<file path="config.mk">
export PLATFORM = sky130hd
export DESIGN_NAME = txl_regs
export DESIGN_NICKNAME = d
export VERILOG_FILES = /design/src/shared/txl_pkg.sv /design/src/hdl/txl_sync.sv /design/src/hdl/txl_sticky.sv /design/src/hdl/txl_regs.sv
export SDC_FILE = /design/constraint.sdc
export NUM_CORES = 1
export LEC_CHECK = 0
export BUFFER_PORTS_ARGS = -buffer_cell sky130_fd_sc_hd__buf_2
export CORE_UTILIZATION = 45
export CTS_CLUSTER_SIZE = 12
export DETAILED_ROUTE_END_ITERATION = 8
export PLACE_DENSITY_LB_ADDON = 0.25
export SLEW_MARGIN = 20
export SYNTH_ARGS = -nofsm -noshare
export SYNTH_HDL_FRONTEND = slang
export SYNTH_SLANG_ARGS = --single-unit
</file>
<file path="constraint.sdc">
create_clock -name clk -period 5.2 [get_ports clk]
set_input_delay 0.52 -clock clk [delete_from_list [all_inputs] [get_ports clk]]
set_output_delay 0.52 -clock clk [all_outputs]
set_load 0.01 [all_outputs]
</file>
<file path="src/shared/txl_pkg.sv">
// package: register map, field layout and constants of the tx length block
`default_nettype none
package txl_pkg;
	localparam int TXL_AW = 8;
	// printed offsets are not all multiples of four: each is an index, byte = 4*index
	localparam logic [7:0] TXL_IDX_CNT_HI = 8'h1D;
	localparam logic [7:0] TXL_IDX_CNT_LO = 8'h1E;
	localparam logic [7:0] TXL_IDX_RATE = 8'h1F;
	localparam logic [7:0] TXL_IDX_ADC = 8'h20;
	localparam logic [7:0] TXL_IDX_RSV_A = 8'h21;
	localparam logic [7:0] TXL_IDX_RSV_B = 8'h22;
	localparam logic [7:0] TXL_IDX_IRQ_STAT = 8'h30;
	localparam logic [7:0] TXL_IDX_IRQ_EN = 8'h31;
	localparam logic [7:0] TXL_IDX_IRQ_CLR = 8'h32;
	localparam logic [7:0] TXL_IDX_CTRL = 8'h33;
	localparam logic [7:0] TXL_RST_BYTE = 8'h00;
	localparam int TXL_CNT_W = 13;
	localparam int TXL_SPLIT_W = 3;
	localparam logic [2:0] TXL_SPLIT_NONE = 3'h0;
	localparam int TXL_LO_CNT_MSB = 7;
	localparam int TXL_LO_CNT_LSB = 3;
	localparam int TXL_RATE_MSB = 7;
	localparam int TXL_RATE_LSB = 4;
	localparam int TXL_CTRL_ANCTL = 0;
	// interrupt status layout
	localparam int TXL_IRQ_W = 3;
	localparam int TXL_IRQ_PAR = 0;
	localparam int TXL_IRQ_ADC = 1;
	localparam int TXL_IRQ_RATE = 2;
endpackage
`default_nettype wire

</file>
<file path="src/hdl/txl_sync.sv">
// two flip-flop synchroniser for one pin level
`default_nettype none
module txl_sync (
	input wire logic clk,
	input wire logic rstn,
	input wire logic d,
	output logic q
);
	logic meta_q;
	always_ff @(posedge clk or negedge rstn) begin
		if (!rstn) begin
			meta_q <= 1'b0;
			q <= 1'b0;
		end else begin
			meta_q <= d;
			q <= meta_q;
		end
	end
endmodule
`default_nettype wire

</file>
<file path="src/hdl/txl_sticky.sv">
// sticky event flag where a set wins over a clear
`default_nettype none
module txl_sticky (
	input wire logic clk,
	input wire logic rstn,
	input wire logic sdef,
	input wire logic set,
	input wire logic clr,
	output logic flag_q
);
	logic flag_d;
	always_comb begin
		flag_d = flag_q;
		if (clr || sdef)
			flag_d = 1'b0;
		if (set)
			flag_d = 1'b1;
	end
	always_ff @(posedge clk or negedge rstn) begin
		if (!rstn)
			flag_q <= 1'b0;
		else
			flag_q <= flag_d;
	end
endmodule
`default_nettype wire

</file>
<file path="src/hdl/txl_regs.sv">
// tx length, bit rate and conversion result registers on classic wishbone
// What this block does
// - 13-bit byte count from 1Dh and 1Eh[7:3]
// - 1Eh[2:0] is split bits, 000 none
// - nonzero split bits mark anticollision frame
// - split byte sent without parity generation
// - tx length registers zero on reset, default
// - bit rate result in 1Fh[7:4], low unused
// - result registers zero on reset, default
// - anctl, idle, split nonzero: parity error on wake
// - 20h holds last conversion, updated each time
`default_nettype none
module txl_regs
	import txl_pkg::*;
(
	input wire logic clk,
	input wire logic rstn,
	input wire logic [31:0] wb_adr_i,
	input wire logic [31:0] wb_dat_i,
	output logic [31:0] wb_dat_o,
	input wire logic [3:0] wb_sel_i,
	input wire logic wb_we_i,
	input wire logic wb_cyc_i,
	input wire logic wb_stb_i,
	output logic wb_ack_o,
	output logic wb_err_o,
	input wire logic set_default,
	input wire logic rate_valid,
	input wire logic [3:0] rate_code,
	input wire logic adc_done,
	input wire logic [7:0] adc_data,
	input wire logic card_idle,
	input wire logic wupa_cmd,
	output logic [TXL_CNT_W-1:0] tx_byte_count,
	output logic [TXL_SPLIT_W-1:0] tx_split_bits,
	output logic tx_anticoll_frame,
	output logic tx_parity_en,
	output logic par_err,
	output logic irq
);
	logic [7:0] cnt_hi_q, cnt_hi_d, cnt_lo_q, cnt_lo_d;
	logic [7:0] rate_q, rate_d, adc_q, adc_d, ctrl_q, ctrl_d;
	logic [TXL_IRQ_W-1:0] en_q, en_d, clr_v, set_v, stat;
	logic ack_q, ack_d, err_q, err_d, sdef_q;
	logic [31:0] rdat_q, rdat_d;
	logic [7:0] idx;
	logic req, wr, hit, par_evt;

	// default command arrives from the command decoder on another clock
	txl_sync u_sync_sdef (
		.clk(clk),
		.rstn(rstn),
		.d(set_default),
		.q(sdef_q)
	);

	assign idx = wb_adr_i[TXL_AW+1:2];
	assign req = wb_cyc_i && wb_stb_i && !ack_q && !err_q;
	assign wr = req && wb_we_i && wb_sel_i[0];

	always_comb begin
		cnt_hi_d = cnt_hi_q;
		cnt_lo_d = cnt_lo_q;
		en_d = en_q;
		ctrl_d = ctrl_q;
		clr_v = '0;
		if (wr) begin
			if (idx == TXL_IDX_CNT_HI)
				cnt_hi_d = wb_dat_i[7:0];
			else if (idx == TXL_IDX_CNT_LO)
				cnt_lo_d = wb_dat_i[7:0];
			else if (idx == TXL_IDX_IRQ_EN)
				en_d = wb_dat_i[TXL_IRQ_W-1:0];
			else if (idx == TXL_IDX_IRQ_CLR)
				clr_v = wb_dat_i[TXL_IRQ_W-1:0];
			else if (idx == TXL_IDX_CTRL)
				ctrl_d = wb_dat_i[7:0];
		end
		if (sdef_q) begin
			cnt_hi_d = TXL_RST_BYTE;
			cnt_lo_d = TXL_RST_BYTE;
			ctrl_d = TXL_RST_BYTE;
		end
	end

	always_comb begin
		rate_d = rate_q;
		adc_d = adc_q;
		if (rate_valid)
			rate_d = {rate_code, 4'h0};
		if (adc_done)
			adc_d = adc_data;
		if (sdef_q) begin
			rate_d = TXL_RST_BYTE;
			adc_d = TXL_RST_BYTE;
		end
	end

	always_comb begin
		hit = 1'b1;
		rdat_d = '0;
		if (idx == TXL_IDX_CNT_HI)
			rdat_d[7:0] = cnt_hi_q;
		else if (idx == TXL_IDX_CNT_LO)
			rdat_d[7:0] = cnt_lo_q;
		else if (idx == TXL_IDX_RATE)
			rdat_d[7:0] = rate_q;
		else if (idx == TXL_IDX_ADC)
			rdat_d[7:0] = adc_q;
		else if (idx == TXL_IDX_RSV_A || idx == TXL_IDX_RSV_B)
			rdat_d = '0;
		else if (idx == TXL_IDX_IRQ_STAT)
			rdat_d[TXL_IRQ_W-1:0] = stat;
		else if (idx == TXL_IDX_IRQ_EN)
			rdat_d[TXL_IRQ_W-1:0] = en_q;
		else if (idx == TXL_IDX_CTRL)
			rdat_d[7:0] = ctrl_q;
		else if (idx == TXL_IDX_IRQ_CLR)
			rdat_d = '0;
		else
			hit = 1'b0;
		ack_d = req && hit;
		err_d = req && !hit;
		if (!req)
			rdat_d = rdat_q;
	end

	always_ff @(posedge clk or negedge rstn) begin
		if (!rstn) begin
			cnt_hi_q <= TXL_RST_BYTE;
			cnt_lo_q <= TXL_RST_BYTE;
			rate_q <= TXL_RST_BYTE;
			adc_q <= TXL_RST_BYTE;
			ctrl_q <= TXL_RST_BYTE;
			en_q <= '0;
			ack_q <= 1'b0;
			err_q <= 1'b0;
			rdat_q <= '0;
		end else begin
			cnt_hi_q <= cnt_hi_d;
			cnt_lo_q <= cnt_lo_d;
			rate_q <= rate_d;
			adc_q <= adc_d;
			ctrl_q <= ctrl_d;
			en_q <= en_d;
			ack_q <= ack_d;
			err_q <= err_d;
			rdat_q <= rdat_d;
		end
	end

	assign wb_ack_o = ack_q;
	assign wb_err_o = err_q;
	assign wb_dat_o = rdat_q;

	// the framer reads these straight from the flops, so a write mid-frame
	// changes the length; software must not rewrite during a transmit
	assign tx_byte_count = {cnt_hi_q,
		cnt_lo_q[TXL_LO_CNT_MSB:TXL_LO_CNT_LSB]};
	assign tx_split_bits = cnt_lo_q[TXL_SPLIT_W-1:0];
	assign tx_anticoll_frame = tx_split_bits != TXL_SPLIT_NONE;
	assign tx_parity_en = !tx_anticoll_frame;

	assign par_evt = ctrl_q[TXL_CTRL_ANCTL] && card_idle && wupa_cmd &&
		tx_anticoll_frame;
	assign par_err = par_evt;

	assign set_v = {rate_valid, adc_done, par_evt};

	genvar gi;
	generate
		for (gi = 0; gi < TXL_IRQ_W; gi++) begin : g_irq
			txl_sticky u_flag (
				.clk(clk),
				.rstn(rstn),
				.sdef(sdef_q),
				.set(set_v[gi]),
				.clr(clr_v[gi]),
				.flag_q(stat[gi])
			);
		end
	endgenerate

	assign irq = |(stat & en_q);

	// assertions
	a_count_join: assert property (@(posedge clk) disable iff (!rstn)
		tx_byte_count == {cnt_hi_q, cnt_lo_q[7:3]})
		else $error("byte count not joined");
	a_split_none: assert property (@(posedge clk) disable iff (!rstn)
		(cnt_lo_q[2:0] == 3'h0) |-> (tx_parity_en && !tx_anticoll_frame))
		else $error("split zero handled wrong");
	a_split_frame: assert property (@(posedge clk) disable iff (!rstn)
		(cnt_lo_q[2:0] != 3'h0) |-> tx_anticoll_frame)
		else $error("anticollision frame missed");
	a_no_parity: assert property (@(posedge clk) disable iff (!rstn)
		tx_anticoll_frame |-> !tx_parity_en)
		else $error("parity during split byte");
	a_default_len: assert property (@(posedge clk) disable iff (!rstn)
		sdef_q |=> (cnt_hi_q == 8'h00 && cnt_lo_q == 8'h00))
		else $error("length not cleared");
	a_rate_low: assert property (@(posedge clk) disable iff (!rstn)
		rate_valid && !sdef_q |=> rate_q == {$past(rate_code), 4'h0})
		else $error("rate result wrong");
	a_default_res: assert property (@(posedge clk) disable iff (!rstn)
		sdef_q |=> (rate_q == 8'h00 && adc_q == 8'h00))
		else $error("results not cleared");
	a_par_flag: assert property (@(posedge clk) disable iff (!rstn)
		(ctrl_q[0] && card_idle && wupa_cmd && cnt_lo_q[2:0] != 3'h0)
		|=> stat[TXL_IRQ_PAR])
		else $error("parity error not raised");
	a_adc_load: assert property (@(posedge clk) disable iff (!rstn)
		adc_done && !sdef_q |=> adc_q == $past(adc_data))
		else $error("conversion not stored");
	a_rsv_zero: assert property (@(posedge clk) disable iff (!rstn)
		(req && !wb_we_i && (idx == TXL_IDX_RSV_A || idx == TXL_IDX_RSV_B))
		|=> (wb_ack_o && wb_dat_o == 32'h0))
		else $error("reserved read not zero");
	a_ack_once: assert property (@(posedge clk) disable iff (!rstn)
		wb_ack_o |=> !wb_ack_o)
		else $error("ack held two cycles");
	a_irq_level: assert property (@(posedge clk) disable iff (!rstn)
		irq == |(stat & en_q))
		else $error("interrupt level wrong");
	a_err_unmapped: assert property (@(posedge clk) disable iff (!rstn)
		(req && !hit) |=> (wb_err_o && !wb_ack_o))
		else $error("unmapped access not refused");
	c_split_tx: cover property (@(posedge clk) disable iff (!rstn)
		tx_anticoll_frame && tx_byte_count != 13'h0);
	c_par_irq: cover property (@(posedge clk) disable iff (!rstn)
		par_evt ##1 irq);
	c_adc_read: cover property (@(posedge clk) disable iff (!rstn)
		adc_done ##[1:20] (wb_ack_o && idx == 8'h20));
	c_bad_addr: cover property (@(posedge clk) disable iff (!rstn)
		wb_err_o);
endmodule
`default_nettype wire

</file>
==> out/results.tsv <==
stage	metric	value	unit
timing	final period utilization	46.7	%
synthesis	Post-synth ARST share	100	%
worst_setup_path	Crit-path slowest cell	nor4b_4	
timing	slew of the pin with the lowest slew margin	0.803	ns
clock_network	Clock Path Buffers	2	
clock_network	cts repair resizes	0	
timing	setup TNS	0	ns
worst_setup_path	delay-heaviest family, CP	simple AND/OR/NAND/NOR gates	
pwr	fraction of power spent switching nets	26.5	%
worst_setup_path	Crit. End Element	register	
grt	total grt overflow	0	
synthesis	Synth Instances	276	
clock_network	CTS tree	yes	
clock_network	CTS buffer count	5	
detailed_routing	drt first pass iters	4	
placement	worst slack at placement	2.67	ns
worst_setup_path	WP data required	5.39	ns
grt	grt met1 use	30.8	%
timing	count of pins over their slew limit	0	
detailed_routing	Detail Route Antenna Nets	0	
detailed_routing	via count	2184	
cells_and_area	final core occ	52.8	%
pwr	Power Dens Cells	245	mW/mm^2
grt	grt met3 use	4.09	%
cells_and_area	layout cell share with drive strength beyond 1	25.5	%
hold_path	hold_sp	set_default	
floorplan	I/O Pins	144	
clock_network	CTS Root Cell	clkbuf_8	
floorplan	std cell rows	28	
hold_path	HP Class	in -> reg	
floorplan	Initial Util	46.8	%
placement	GPL Wtd Cong	0.785	
worst_setup_path	CP Buf/Inv Count	0	
run	maxcap violations	0	
detailed_routing	vias per cell	5.30	
grt	largest net degree at the start of global routing	55	
cells_and_area	fin area	0.00314	sq mm
floorplan	CORE AREA	0.00596	sq mm
pwr	Clock power frac	29.0	%
cells_and_area	diode count	0	
grt	GRT met2 Usage	31.6	%
detailed_routing	Residual DRC	0	
grt	vias in the first global route	2003	
synthesis	EDFF count, synth	0	
pwr	Tot Pwr	771	uW
pwr	P_sw	204	uW
pwr	Gate power share	12.9	%
placement	I/O Buffers	68	
synthesis	Netlist cell types	38	
synthesis	synthesized area per cell	10.1	sq um
timing	Worst slew margin	46.2	%
worst_setup_path	CP Class	reg -> reg	
synthesis	ys flop type	dfrtp_1	
detailed_routing	per-cell routed wire length	15.6	um
worst_setup_path	Reg-to-Reg Start	wb_err_o$_DFF_PN0_	
detailed_routing	number of DRC markers in iteration 0	175	
cells_and_area	area grow syn2layout	12.8	%
floorplan	die height	80.7	um
synthesis	Synth top area share	48.5	%
floorplan	die area	0.00651	sq mm
worst_setup_path	crit path launch	wb_err_o$_DFF_PN0_	
clock_network	H-tree level count	2	
worst_setup_path	worst-path fanout max	15	
clock_network	worst skew pair latency	0.31	ns
pwr	Peak VDD IR	0.138	mV
clock_network	# clock sinks	54	
synthesis	largest cells by area after synthesis	dfrtp_1 48%, mux2i_1 11%, buf_4 7.0%	
placement	cell total after placement	405	
synthesis	Synth area leader	dfrtp_1	
synthesis	Yosys reg bits	54	
timing	final setup violation count	0	
pwr	P_leak	1.60	nW
clock_network	Post-CTS Setup Bufs	0	
worst_setup_path	Crit path arrival time	2.62	ns
placement	DP HPWL	4620	um
clock_network	clock-pin slew on the worst setup and hold paths	0.09	ns
synthesis	yosys warns	0	
grt	first-pass GRT wire length	10100	um
cells_and_area	layout filler cell count	574	
worst_setup_path	worst-path cell chain	and4bb_2, and3_1, nor4b_4, mux2i_1, nor2_1	
timing	fin crit period	2.43	ns
grt	grt peak-use layer	met2	
timing	Clock Skews	0.00839	ns
cells_and_area	nets@finish	427	
placement	placed cell area	0.00307	sq mm
worst_setup_path	Startpoint Class	register	
clock_network	hold_buf cts	0	
synthesis	synthesized area	0.00279	sq mm
timing	Min Hold Slack	0.313	ns
cells_and_area	Final Non-Filler Cells	412	
floorplan	Die Wd	80.7	um
timing	RSZ-0062 raised after global routing	no	
pwr	Int Power	567	uW
grt	Total GRT Usage	21.1	%
timing	endpoints failing hold	0	
timing	Worst Setup Slack, final	2.77	ns
detailed_routing	Detailed Route WL	6410	um
synthesis	register area share after synthesis	48.5	%
pwr	Flop pwr share	58.1	%
timing	maximum clock rate	411	MHz
outcome	status	complete, no violations	
grt	initial antenna violation count	0	
worst_setup_path	CP peak stage delay	0.72	ns
[final timing paths]
kind                            slack, ns                            to  cells after the start
worst min-delay path                 0.31  u_sync_sdef.meta_q$_DFF_PN0_                      1
worst min register to register       0.35       u_sync_sdef.q$_DFF_PN0_                      0
worst max register to register       2.77         ctrl_q[7]$_DFFE_PN0P_                      5
max in group asynchronous            4.41          adc_q[1]$_DFFE_PN0P_                      2
worst max-delay path                 2.77         ctrl_q[7]$_DFFE_PN0P_                      5
min in group asynchronous            0.32       cnt_hi_q[4]$_DFFE_PN0P_                      2
[worst reg2reg max path, delay by kind of cell (launching register included)]
family / cells / cell delay (ns)
muxes: 1 / 0.30
and+or+nand+nor: 4 / 1.62
DFF: 1 / 0.40
[cell families (layout without fill, tap and decap cells)]
group                  Yosys count  count (layout)  synth area share (%)
muxes                           34              34                  12.3
AOI/OAI and AO/OA               58              58                  13.6
and+or+nand+nor                 86              86                  15.8
DFF                             54              54                  48.5
buffers and inverters           43              81                  9.65
other                            1              24                 0.135
[cell usage in the layout, fill, tap and decap left out, types with 2 or more instances in the layout]
cell type	instances
clkbuf_1	2
dfrtp_1	54
and3_1	6
a22oi_1	9
nand3_1	3
conb_1	24
or3_1	2
and2_1	3
inv_1	4
mux2_2	3
buf_2	68
a31o_2	2
a21oi_1	16
mux2i_1	31
o2bb2ai_1	3
o21ai_0	12
buf_4	2
nor4b_4	2
clkbuf_8	5
nand2_1	27
a31oi_1	3
a2bb2oi_1	4
o31ai_1	4
nor2_1	35
[state kept, by name (all words and copies together), names as in the netlist, 3 cells and up]
signal	flops
en_q	3
wb_dat_o	8
rate_q	4
cnt_hi_q	8
g_irq.u_flag.flag_q	3
adc_q	8
ctrl_q	8
cnt_lo_q	8
[synth_stat cells, types with 2 or more instances]
master and number:
o21ai_0 12, nand2_1 27, a21oi_1 16, nand3_1 3, buf_4 26, and2_1 3, a2bb2oi_1 4, o2bb2ai_1 3
and3_1 6, mux2i_1 31, nor4b_4 2, clkbuf_1 9, nor2_1 35, a22oi_1 9, mux2_2 3, buf_2 2
dfrtp_1 54, or3_1 2, o31ai_1 4, a31o_2 2, inv_1 4, a31oi_1 3
[layout make-up]
cell class	count	area (sq um)	share of cell area (%)
flip-flops and latches	54	1350	43.0
well taps	75	93.8	2.98
multi-input cells	202	1250	39.8
clock buffers	7	76.3	2.43
repair buffers	70	355	11.3
inverters	4	15.0	0.478
[layer usage]
metal  part of all wire, %  vias to the layer above  wire (um)
met5                     0                        -          0
met4                   1.4                        0         91
met3                   6.0                        9        385
met2                    46                       80       2920
met1                    47                     1049       3010
li1                      -                     1046          -
[power by group through the flow]
stage / logic [mW] / registers, mW / clock network [mW]
detailed placement: 0.0997 / 0.457 / 0
CTS: 0.100 / 0.448 / 0.228
finish: 0.0991 / 0.448 / 0.224
global placement: 0.0981 / 0.456 / 0
floorplan: 0.0615 / 0.458 / 0
global route: 0.112 / 0.450 / 0.245
Note: power is estimated with default switching activity, not from simulation.
